`src/fsps_pkg.sv`:
```
// Purpose: Shared constants and types for the flash self-program sequencer.
// Assumes: 32-bit APB, 16-bit address pointer, one word per buffer slot.
// Notes: Pointer bit 0 selects a byte for loads; stores ignore it.
package fsps_pkg;
  // Register byte offsets
  localparam logic [7:0] FSPS_OFF_CTRL = 8'h00;
  localparam logic [7:0] FSPS_OFF_PTR = 8'h04;
  localparam logic [7:0] FSPS_OFF_DATA = 8'h08;
  localparam logic [7:0] FSPS_OFF_CMD = 8'h0C;
  localparam logic [7:0] FSPS_OFF_LOAD = 8'h10;
  // Control field positions
  localparam int FSPS_B_EN = 0;
  localparam int FSPS_B_ERASE = 1;
  localparam int FSPS_B_WRITE = 2;
  localparam int FSPS_B_LOCK = 3;
  localparam int FSPS_B_REEN = 4;
  localparam int FSPS_B_BUSY = 6;
  localparam int FSPS_B_IE = 7;
  // Command field positions and load result flag
  localparam int FSPS_B_STORE = 0;
  localparam int FSPS_B_LOADI = 1;
  localparam int FSPS_B_SPECIAL = 8;
  // Low five control bits that start a command
  localparam logic [4:0] FSPS_PAT_FILL = 5'h01;
  localparam logic [4:0] FSPS_PAT_ERASE = 5'h03;
  localparam logic [4:0] FSPS_PAT_WRITE = 5'h05;
  localparam logic [4:0] FSPS_PAT_LOCK = 5'h09;
  localparam logic [4:0] FSPS_PAT_REEN = 5'h11;
  // Timing windows in clock cycles after the control write
  localparam logic [2:0] FSPS_STORE_WIN = 3'h4;
  localparam logic [2:0] FSPS_LOAD_WIN = 3'h3;
  // Pointer values for fuse and lock reads
  localparam logic [15:0] FSPS_PTR_FUSE_LO = 16'h0000;
  localparam logic [15:0] FSPS_PTR_LOCK = 16'h0001;
  localparam logic [15:0] FSPS_PTR_FUSE_EXT = 16'h0002;
  localparam logic [15:0] FSPS_PTR_FUSE_HI = 16'h0003;
  // Pointer layout: word index sits above the byte bit
  localparam int FSPS_WORD_LSB = 1;
  localparam int FSPS_WORD_W = 6;
  localparam int FSPS_PAGE_W = 8;
  localparam int FSPS_PAGE_LSB = FSPS_WORD_LSB + FSPS_WORD_W;
  localparam logic [FSPS_PAGE_W-1:0] FSPS_RWW_PAGES = 8'hE0;
  localparam logic [31:0] FSPS_CTRL_RST = 32'h0000_0000;

  typedef enum logic [1:0] {
    FSPS_OP_NONE,
    FSPS_OP_ERASE,
    FSPS_OP_WRITE,
    FSPS_OP_LOCK
  } fsps_op_t;

  // Request towards the flash array
  typedef struct packed {
    fsps_op_t op;
    logic [FSPS_PAGE_W-1:0] page;
    logic [3:0] boot_lock;
  } fsps_flash_req_t;
endpackage

```
`src/fsps_sequencer.sv`:
```
// Purpose: Flash self-program sequencer: page buffer, erase, write, lock set and fuse reads.
// Assumes: APB master from the CPU side; flash array times each operation and pulses done.
// Notes: Store and load instructions are issued as writes to the command register.
// Functional notes
// - Buffer loads accepted before erase or between erase and write.
// - Buffer words may be loaded at any position in any order.
// - Erase pattern plus store within four cycles erases the pointer's page.
// - Erasing the busy-capable section keeps other section readable; else CPU halts.
// - Fill pattern plus store within four cycles loads data pair at word index.
// - Buffer clears after page write, on section re-enable, and on reset.
// - EEPROM write during page loading discards loaded buffer data.
// - Write pattern plus store within four cycles writes buffer to page.
// - Writing the busy-capable section keeps other readable; else CPU halts.
// - Interrupt enable gives a level request while program enable is clear.
// - Erase or write of a busy-capable page blocks that section's reads and sets busy flag.
// - Lock pattern plus store programs boot lock bits cleared in data low 5..2.
// - Lock programming blocks no section and halts nothing.
// - EEPROM write busy blocks all program commands and fuse or lock reads.
// - Lock read: pointer one, lock op, load within three cycles returns lock bits.
// - Lock op and enable self-clear on read, load or store timeout.
// - Pointer zero with lock op returns fuse low byte on load.
// - Control bit layout fixed; all bits reset to zero.
// - Section re-enable during buffer loading aborts and discards the load.
// - Pointer three returns fuse high, pointer two extended fuse.
// - Programmed fuse and lock bits read zero, unprogrammed read one.
`timescale 1ns/10ps
module fsps_sequencer #(
  parameter int PAGE_WORDS = 64,
  parameter logic [fsps_pkg::FSPS_PAGE_W-1:0] RWW_PAGES = fsps_pkg::FSPS_RWW_PAGES
) (
  input wire logic clk,
  input wire logic rst,
  input wire logic psel,
  input wire logic penable,
  input wire logic pwrite,
  input wire logic [7:0] paddr,
  input wire logic [31:0] pwdata,
  output logic [31:0] prdata,
  output logic pready,
  output logic pslverr,
  input wire logic eeprom_write_busy,
  input wire logic [7:0] fuse_low_byte,
  input wire logic [7:0] fuse_high_byte,
  input wire logic [7:0] fuse_ext_byte,
  input wire logic [3:0] boot_lock_state,
  input wire logic [1:0] memory_lock_state,
  input wire logic flash_done,
  input wire logic [fsps_pkg::FSPS_WORD_W-1:0] buf_rd_addr,
  output logic [15:0] buf_rd_data,
  output fsps_pkg::fsps_flash_req_t flash_req,
  output logic flash_req_valid,
  output logic cpu_halt,
  output logic rww_read_block,
  output logic irq
);
  import fsps_pkg::*;

  typedef enum logic [1:0] {FSPS_IDLE, FSPS_ARMED, FSPS_BUSY} fsps_state_t;

  fsps_state_t state_q;
  logic en_q, erase_q, write_q, lock_q, reen_q, busy_q, ie_q;
  logic [2:0] cnt_q;
  logic [15:0] ptr_q;
  logic [15:0] data_q;
  logic [8:0] load_q;
  logic [15:0] buf_mem [PAGE_WORDS];
  logic [PAGE_WORDS-1:0] buf_vld_q;
  logic eeb_q;

  // Bus decode
  wire setup = psel && !penable;
  wire access = psel && penable && pready;
  wire wr = access && pwrite;
  wire hit_ctrl = paddr == FSPS_OFF_CTRL;
  wire hit_ptr = paddr == FSPS_OFF_PTR;
  wire hit_data = paddr == FSPS_OFF_DATA;
  wire hit_cmd = paddr == FSPS_OFF_CMD;
  wire hit_load = paddr == FSPS_OFF_LOAD;
  wire mapped = hit_ctrl || hit_ptr || hit_data || hit_cmd || hit_load;

  wire [7:0] ctrl_rd = {ie_q, busy_q, 1'b0, reen_q, lock_q, write_q, erase_q, en_q};
  wire [4:0] pat = pwdata[4:0];
  wire ctrl_wr = wr && hit_ctrl;
  // Commands refused while an operation or an EEPROM write is in progress
  wire cmd_ok = ctrl_wr && state_q != FSPS_BUSY && !eeprom_write_busy;
  wire arm_fill = cmd_ok && pat == FSPS_PAT_FILL;
  wire arm_any = cmd_ok && (pat == FSPS_PAT_FILL || pat == FSPS_PAT_ERASE ||
    pat == FSPS_PAT_WRITE || pat == FSPS_PAT_LOCK || pat == FSPS_PAT_REEN);

  wire store = wr && hit_cmd && pwdata[FSPS_B_STORE];
  wire loadi = wr && hit_cmd && pwdata[FSPS_B_LOADI];
  wire armed = state_q == FSPS_ARMED;
  wire store_ok = armed && store && cnt_q < FSPS_STORE_WIN && !eeprom_write_busy;
  wire load_ok = armed && loadi && cnt_q < FSPS_LOAD_WIN && lock_q;
  wire timeout = armed && cnt_q >= FSPS_STORE_WIN;

  wire do_fill = store_ok && !erase_q && !write_q && !lock_q && !reen_q;
  wire do_erase = store_ok && erase_q;
  wire do_write = store_ok && write_q;
  wire do_lock = store_ok && lock_q;
  wire do_reen = store_ok && reen_q;

  wire [FSPS_WORD_W-1:0] word_idx = ptr_q[FSPS_PAGE_LSB-1:FSPS_WORD_LSB];
  wire [FSPS_PAGE_W-1:0] page_idx = ptr_q[FSPS_PAGE_LSB+FSPS_PAGE_W-1:FSPS_PAGE_LSB];
  // Pages below the boundary belong to the section that can be blocked
  wire page_rww = page_idx < RWW_PAGES;

  // A new EEPROM write while words are loaded wipes them
  wire ee_rise = eeprom_write_busy && !eeb_q;
  wire buf_clear = (do_reen) || (arm_any && pat == FSPS_PAT_REEN) ||
    (state_q == FSPS_BUSY && flash_done && flash_req.op == FSPS_OP_WRITE) ||
    (ee_rise && |buf_vld_q);

  // Fuse and lock read mux; bits read as stored, zero means programmed
  logic [7:0] lock_byte;
  always_comb begin
    unique case (ptr_q)
      FSPS_PTR_FUSE_LO: lock_byte = fuse_low_byte;
      FSPS_PTR_LOCK: lock_byte = {2'b11, boot_lock_state, memory_lock_state};
      FSPS_PTR_FUSE_EXT: lock_byte = fuse_ext_byte;
      FSPS_PTR_FUSE_HI: lock_byte = fuse_high_byte;
      default: lock_byte = 8'hFF;
    endcase
  end

  logic [31:0] rd_mux;
  always_comb begin
    rd_mux = 32'h0000_0000;
    if (hit_ctrl) begin
      rd_mux[7:0] = ctrl_rd;
    end else if (hit_ptr) begin
      rd_mux[15:0] = ptr_q;
    end else if (hit_data) begin
      rd_mux[15:0] = data_q;
    end else if (hit_load) begin
      rd_mux[8:0] = load_q;
    end
  end

  // APB answer: registered, so every access completes with no wait state
  always_ff @(posedge clk) begin
    if (rst) begin
      pready <= 1'b0;
      prdata <= 32'h0000_0000;
      pslverr <= 1'b0;
    end else begin
      pready <= setup;
      prdata <= setup && !pwrite ? rd_mux : 32'h0000_0000;
      pslverr <= setup && !mapped;
    end
  end

  always_ff @(posedge clk) begin
    if (rst) begin
      ptr_q <= 16'h0000;
      data_q <= 16'h0000;
      eeb_q <= 1'b0;
    end else begin
      eeb_q <= eeprom_write_busy;
      if (wr && hit_ptr) ptr_q <= pwdata[15:0];
      if (wr && hit_data) data_q <= pwdata[15:0];
    end
  end

  // Sequencer state and control bits
  always_ff @(posedge clk) begin
    if (rst) begin
      state_q <= FSPS_IDLE;
      {ie_q, busy_q, reen_q, lock_q, write_q, erase_q, en_q} <= 7'h00;
      cnt_q <= 3'h0;
      flash_req <= '0;
      flash_req_valid <= 1'b0;
      cpu_halt <= 1'b0;
    end else begin
      flash_req_valid <= 1'b0;
      if (ctrl_wr) ie_q <= pwdata[FSPS_B_IE];
      if (cnt_q < FSPS_STORE_WIN) cnt_q <= cnt_q + 3'h1;
      unique case (state_q)
        FSPS_IDLE: begin
          if (arm_any) begin
            state_q <= FSPS_ARMED;
            cnt_q <= 3'h0;
            {reen_q, lock_q, write_q, erase_q, en_q} <= pat;
          end
        end
        FSPS_ARMED: begin
          if (do_erase || do_write || do_lock) begin
            state_q <= FSPS_BUSY;
            flash_req.op <= do_erase ? FSPS_OP_ERASE : do_write ? FSPS_OP_WRITE : FSPS_OP_LOCK;
            flash_req.page <= page_idx;
            // Data pair plays no part in erase or write
            flash_req.boot_lock <= do_lock ? data_q[5:2] : 4'h0;
            flash_req_valid <= 1'b1;
            if (!do_lock) begin
              busy_q <= busy_q || page_rww;
              cpu_halt <= !page_rww;
            end
          end else if (store_ok || load_ok || timeout) begin
            state_q <= FSPS_IDLE;
            {reen_q, lock_q, write_q, erase_q, en_q} <= 5'h00;
            if (do_fill || do_reen) busy_q <= 1'b0;
          end else if (arm_any) begin
            cnt_q <= 3'h0;
            {reen_q, lock_q, write_q, erase_q, en_q} <= pat;
          end
        end
        FSPS_BUSY: begin
          if (flash_done) begin
            state_q <= FSPS_IDLE;
            {reen_q, lock_q, write_q, erase_q, en_q} <= 5'h00;
            cpu_halt <= 1'b0;
          end
        end
        default: state_q <= FSPS_IDLE;
      endcase
    end
  end

  // Section stays blocked until a re-enable or buffer fill store clears busy
  always_ff @(posedge clk) begin
    if (rst) begin
      rww_read_block <= 1'b0;
      irq <= 1'b0;
    end else begin
      rww_read_block <= busy_q;
      irq <= ie_q && !en_q;
    end
  end

  // Load result: special byte only when the read is allowed
  always_ff @(posedge clk) begin
    if (rst) begin
      load_q <= 9'h000;
    end else if (loadi) begin
      if (load_ok && !eeprom_write_busy) begin
        load_q <= {1'b1, lock_byte};
      end else begin
        load_q <= 9'h000;
      end
    end
  end

  // Page buffer: random word order, one valid bit per slot
  genvar gi;
  generate
    for (gi = 0; gi < PAGE_WORDS; gi++) begin : g_buf
      wire hit = do_fill && word_idx == FSPS_WORD_W'(gi);
      always_ff @(posedge clk) begin
        if (rst || buf_clear) begin
          buf_vld_q[gi] <= 1'b0;
        end else if (hit && !buf_vld_q[gi]) begin
          buf_vld_q[gi] <= 1'b1;
        end
      end
      // Unloaded slots read as erased flash
      always_ff @(posedge clk) begin
        if (rst || buf_clear) begin
          buf_mem[gi] <= 16'hFFFF;
        end else if (hit && !buf_vld_q[gi]) begin
          buf_mem[gi] <= data_q;
        end
      end
    end
  endgenerate

  always_ff @(posedge clk) begin
    if (rst) begin
      buf_rd_data <= 16'hFFFF;
    end else begin
      buf_rd_data <= buf_mem[buf_rd_addr];
    end
  end
endmodule // fsps_sequencer

```
`config.mk`:
```
export PLATFORM = sky130hd
export DESIGN_NAME = fsps_sequencer
export DESIGN_NICKNAME = d
export VERILOG_FILES = /design/src/fsps_pkg.sv /design/src/fsps_sequencer.sv
export SDC_FILE = /design/constraint.sdc
export NUM_CORES = 2
export LEC_CHECK = 0
export BUFFER_PORTS_ARGS = -buffer_cell sky130_fd_sc_hd__buf_2
export CAP_MARGIN = 20
export CORE_MARGIN = 1
export CORE_UTILIZATION = 57
export CTS_BUF_LIST = sky130_fd_sc_hd__clkbuf_8
export DETAILED_ROUTE_END_ITERATION = 16
export PLACE_DENSITY = 0.79
export SLEW_MARGIN = 20
export SYNTH_ARGS = -nofsm -noshare
export SYNTH_HDL_FRONTEND = slang
export SYNTH_SLANG_ARGS = --single-unit
```
`constraint.sdc`:
```
create_clock -name clk -period 8.05 [get_ports clk]
set_input_delay 0.4025 -clock clk [delete_from_list [all_inputs] [get_ports clk]]
set_output_delay 0.4025 -clock clk [all_outputs]
set_load 0.1 [all_outputs]
```
### Yosys cells after proc, flatten, opt, wreduce, memory -nomap -nowiden

Memories as Yosys holds them, arrays and structs flattened. A register that Yosys moved wholly into a read port is not among the register bits.
Cells that the tools add are included.

| operators by class | value |
|---|---|
| $add $sub $neg | 1 |
| $mul | 0 |
| div/mod/pow operators | 0 |
| order comparisons | 4 |
| equality and inequality tests | 86 |
| shift-type cells | 0 |
| muxes and demuxes | 307 |
| bitwise gates (word level) | 66 |
| reductions and logical operators | 275 |

Operator list:

| cell | count |
|---|---|
| $mux 16 | 65 |
| $mux 1 | 218 |
| $eq 6x6->1 const B | 32 |
| $logic_and 1x1->1 | 165 |
| $eq 6x5->1 const B | 16 |
| $logic_not 1->1 | 75 |
| $or 1x1->1 | 64 |
| $reduce_or 64->1 | 1 |
| $eq 6x4->1 const B | 8 |
| $eq 16x2->1 const B | 2 |
| $pmux 8 s4 | 1 |
| $mux 9 | 3 |
| $eq 6x3->1 const B | 4 |
| $logic_or 1x1->1 | 18 |
| $eq 16x1->1 const B | 1 |
| $eq 8x4->1 const B | 2 |
| $logic_not 16->1 | 1 |
| $pmux 1 s3 | 5 |
| $eq 6x2->1 const B | 2 |
| $mux 3 | 4 |
| $ne 2x2->1 const B | 6 |
| $mux 2 | 5 |
| $eq 8x3->1 const B | 1 |
| $eq 8x5->1 const B | 1 |
| other kinds (32) | 39 |

| storage, ports and cells | value |
|---|---|
| flip-flop bits (word level) | 170 |
| bits in latches | 0 |
| memory bits (writable) | 1024 |
| bits in read-only memories | 0 |
| output and inout bits | 68 |
| memories kept | 1 |

Memories:

| name | words | width | rd ports | clocked after Yosys merged registers in | wr ports | line | source |
|---|---|---|---|---|---|---|---|
| buf_mem | 64 | 16 | 1 | 1 | 64 | fsps_sequencer.sv:66 | `logic [15:0] buf_mem [PAGE_WORDS];` |

### Longest topological paths before layout

| depth | value |
|---|---|
| depth in word-level cells | 18 |
| mapped depth | 11 |
| mapped depth without buffers | 8 |

### Worst setup path after synthesis

OpenSTA, ideal clock, no wires.

| timing | value |
|---|---|
| path type | reg2reg |
| from | register pready |
| to | memory buf_mem[17][0], enable pin |
| data arrival time | 3845 ps |
| data required time | 7639 ps |
| setup slack | 3794 ps |
| cell stages (with the launch flop) | 7 |
| clock period less this slack | 4256 ps |
| cell sequence | dfxtp_1 nand4_1 nor4_1 and2_1 nand4_1 clkbuf_1 o21ai_0 |

RTL lines:

| element | line | source |
|---|---|---|
| start: declaration | fsps_sequencer.sv:39 | `output logic pready,` |
| start signal: assignment | fsps_sequencer.sv:147 | `pready <= setup;` |
| end: declaration | fsps_sequencer.sv:66 |  |

==> impl_metrics.tcl <==
set metrics [dict create \
    status "finished clean" \
    gp_congestion 0.9366 \
    ios 151 \
    antenna_left 0 \
    clockBufferDepth 3 \
    fmax_mhz 195.8 \
    worstMarginPinSlew_ps 1209 \
    vdd_ir_drop_max_mv 0.1792 \
    nNetsFinal 4119 \
    final_common_cell "edfxtp_1" \
    synth_ff_type "edfxtp_1" \
    setup_ws_ps 2942 \
    yosysWarningCount 0 \
    port_buffers 118 \
    wl_per_cell_um 26.66 \
    slew_viol_final 0 \
    timing.rr.end "buf_mem[33][4]$_SDFFCE_PN1P_" \
    rsz0062_at_grt "false" \
    drtIter0Drc 4916 \
    cellLeakagePower_uw 0.01617 \
    ys_seq_elements 1194 \
    power.internal_uw 9342 \
    cp.arrival_ps 5680 \
    numCtsBuffers 181 \
    clkPwrFrac_pct 39.1 \
    layout_common_cells "edfxtp_1 (1024), nand2_1 (659), or3_1 (548)" \
    core-area_um2 91520 \
    syn_to_final_growth_pct 10.46 \
    whs_path_depth 4 \
    grt_overflow_total 0 \
    syn_area_um2 52660 \
    clkTransAtPathRegs_ps 60 \
    pre_cts_slack_ps 3117 \
    finalSetupViolCount 0 \
    whs_endpoint "load_q[5]$_SDFFE_PP0P_" \
    cap_violations 0 \
    pwr-share-comb_pct 5.8 \
    track_usage_pct 30.58 \
    drive_above_1_share_pct 17.90 \
    hold_path_startpoint "boot_lock_state[3]" \
    startpoint_type "input pin" \
    final_hold_viol_count 0 \
    synthArstFlopShare_pct 0 \
    remaining_drc_errors 0 \
    reg2reg_depth 8 \
    synth_cell_types 56 \
    fin_crit_sh_pct 63.45 \
    clk_latency_ps 870 \
    postLayoutCoreUtil_pct 63.56 \
    grt_max_degree 145 \
    power.switching_uw 2972 \
    cts_resized 0 \
    routed_wl_um 143100 \
    tns_ps 0 \
    swShare_pct 24.13 \
    first_global_vias 33550 \
    die_area_um2 93610 \
    synth_cells 3980 \
    reg2reg_slack_ps 3240 \
    grt_pass1_wl_um 211600 \
    clockRootBuffer "clkbuf_8" \
    cp-end-kind "register" \
    power_density_nw_per_um2 211.7 \
    clock-sinks 1194 \
    dieWidth_um 306.0 \
    placed_cell_area_um2 54300 \
    crit_required_ps 8630 \
    die_h_um 306.0 \
    cp_max_fo 144 \
    post_cts_buffers 0 \
    dpl.hpwl_um 88350 \
    drtPass1Iterations 6 \
    start_util_pct 57.54 \
    min_path_type "input pin to register" \
    crit_type "input pin to register" \
    num_rows 111 \
    stdcell_area_um2 58170 \
    slew_headroom_pct 19.13 \
    synth-edff-count 1024 \
    seq_power_share_pct 55.0 \
    fin_skew_ps 41.21 \
    r2r-start "state_q[0]$_SDFFE_PP0P_" \
    avgSynthCellArea_um2 13.23 \
    cts_tree "built" \
    num_vias 34850 \
    period_minus_slack_ps 5108 \
    antenna_found_initial 3 \
    post_drt_via_cell_ratio 6.493 \
    htree_levels 4 \
    ys_seq_area_share_pct 64.86 \
]
worst max-delay path by stage:
stage | startpoint | to | slack [ps] | cells past startpoint
2_1_floorplan | pready$_SDFF_PP0_ | buf_mem[17][0]$_SDFFCE_PN1P_ | 3790 | 6
3_3_place_gp | paddr[4] | buf_mem[24][8]$_SDFFCE_PN1P_ | 3200 | 8
3_5_place_dp | paddr[4] | buf_mem[31][0]$_SDFFCE_PN1P_ | 3120 | 8
4_1_cts | paddr[4] | buf_mem[31][0]$_SDFFCE_PN1P_ | 2840 | 10
5_1_grt | paddr[4] | buf_mem[59][4]$_SDFFCE_PN1P_ | 2610 | 10
6_report | paddr[4] | buf_mem[55][13]$_SDFFCE_PN1P_ | 2940 | 10
state kept, by name, summed over array words and instances, names as in the netlist, 2 cells and up:
register and cells:
buf_mem 1024, buf_vld_q 64, buf_rd_data 16, data_q 16, prdata 16, ptr_q 16, flash_req 14, load_q 9
cnt_q 3, state_q 2
per-stage QoR:
stage	cells	total power, µW	hold WS [ps]
after floorplan	3995	7361	417.7
final	5367	12310	51.46
after detailed placement	4996	7599	441.5
after global placement	4996	7586	437.0
after CTS	5362	12310	0.5370
after global routing	5366	12610	58.54
synthesized netlist by cell type (24+ instances only):
library cell / n / area, µm²
dfxtp_1: 170 / 3403
nor4_1: 40 / 250.2
nor2_1: 104 / 390.4
or3_1: 548 / 3428
mux4_2: 179 / 4031
a221oi_1: 36 / 315.3
edfxtp_1: 1024 / 30750
clkbuf_1: 316 / 1186
o2111ai_1: 27 / 236.5
mux2i_1: 190 / 1902
a22oi_1: 84 / 630.6
a21oi_1: 102 / 510.5
o21ai_0: 41 / 205.2
nand2_1: 659 / 2474
nand3_1: 46 / 230.2
nor3_1: 26 / 130.1
nor3_2: 24 / 240.2
o21a_1: 33 / 247.7
nor2b_1: 28 / 175.2
nand4_1: 29 / 181.4
nand2b_1: 57 / 356.6
buf_1: 67 / 251.5
per-layer routing:
metal	up-vias	part of all wire (%)	global-route usage (%)	wire [µm]
met5	-	0.0063	0	9
met4	2	5.0	14.87	7137
met3	359	13	7.417	18460
met2	2386	45	45.83	64160
met1	17070	37	42.22	53320
li1	15040	-	-	-
worst max-delay path: stages:
cell and delay [ps]:
dlygate4sd3_1 530, buf_2 130, or4_4 550, dlygate4sd3_1 620, nor4_4 540, nand2_2 160
nor2_2 680, nand3_4 780, buf_4 700, or3_1 480
repair_timing:
item,in CTS,in global routing
hold buffers,36,0
endpoints found under the setup margin,0,0
endpoints found under the hold margin,47,0
cell type report:
cell class / instances / area [µm²]
clock buffer: 203 / 2794
tap: 1186 / 1484
inverter: 8 / 30.03
sequential: 1194 / 34150
multi-input combinational: 2373 / 17130
antenna: 3 / 7.507
fill: 6386 / 33360
clock inverter: 127 / 670.6
timing repair buffer: 273 / 1896
power groups by stage:
stage	combinational (µW)	clock, µW	sequential [µW]
finish	718	4820	6780
global route	743	5090	6780
CTS	705	4830	6780
detailed placement	690	0	6910
global placement	681	0	6900
floorplan	400	0	6960
cell families (layout without fill, tap and decap cells):
logic type / after synthesis / count (layout) / share of synthesized area, %
compound gates: 353 / 353 / 4.526
fa+ha+maj: 6 / 6 / 0.1378
buf+inv: 428 / 611 / 3.215
flops: 1194 / 1194 / 64.86
mux: 381 / 381 / 11.52
other cells: 1 / 19 / 0.007121
simple gates: 1617 / 1617 / 15.73
(Power assumes the default switching activity.)
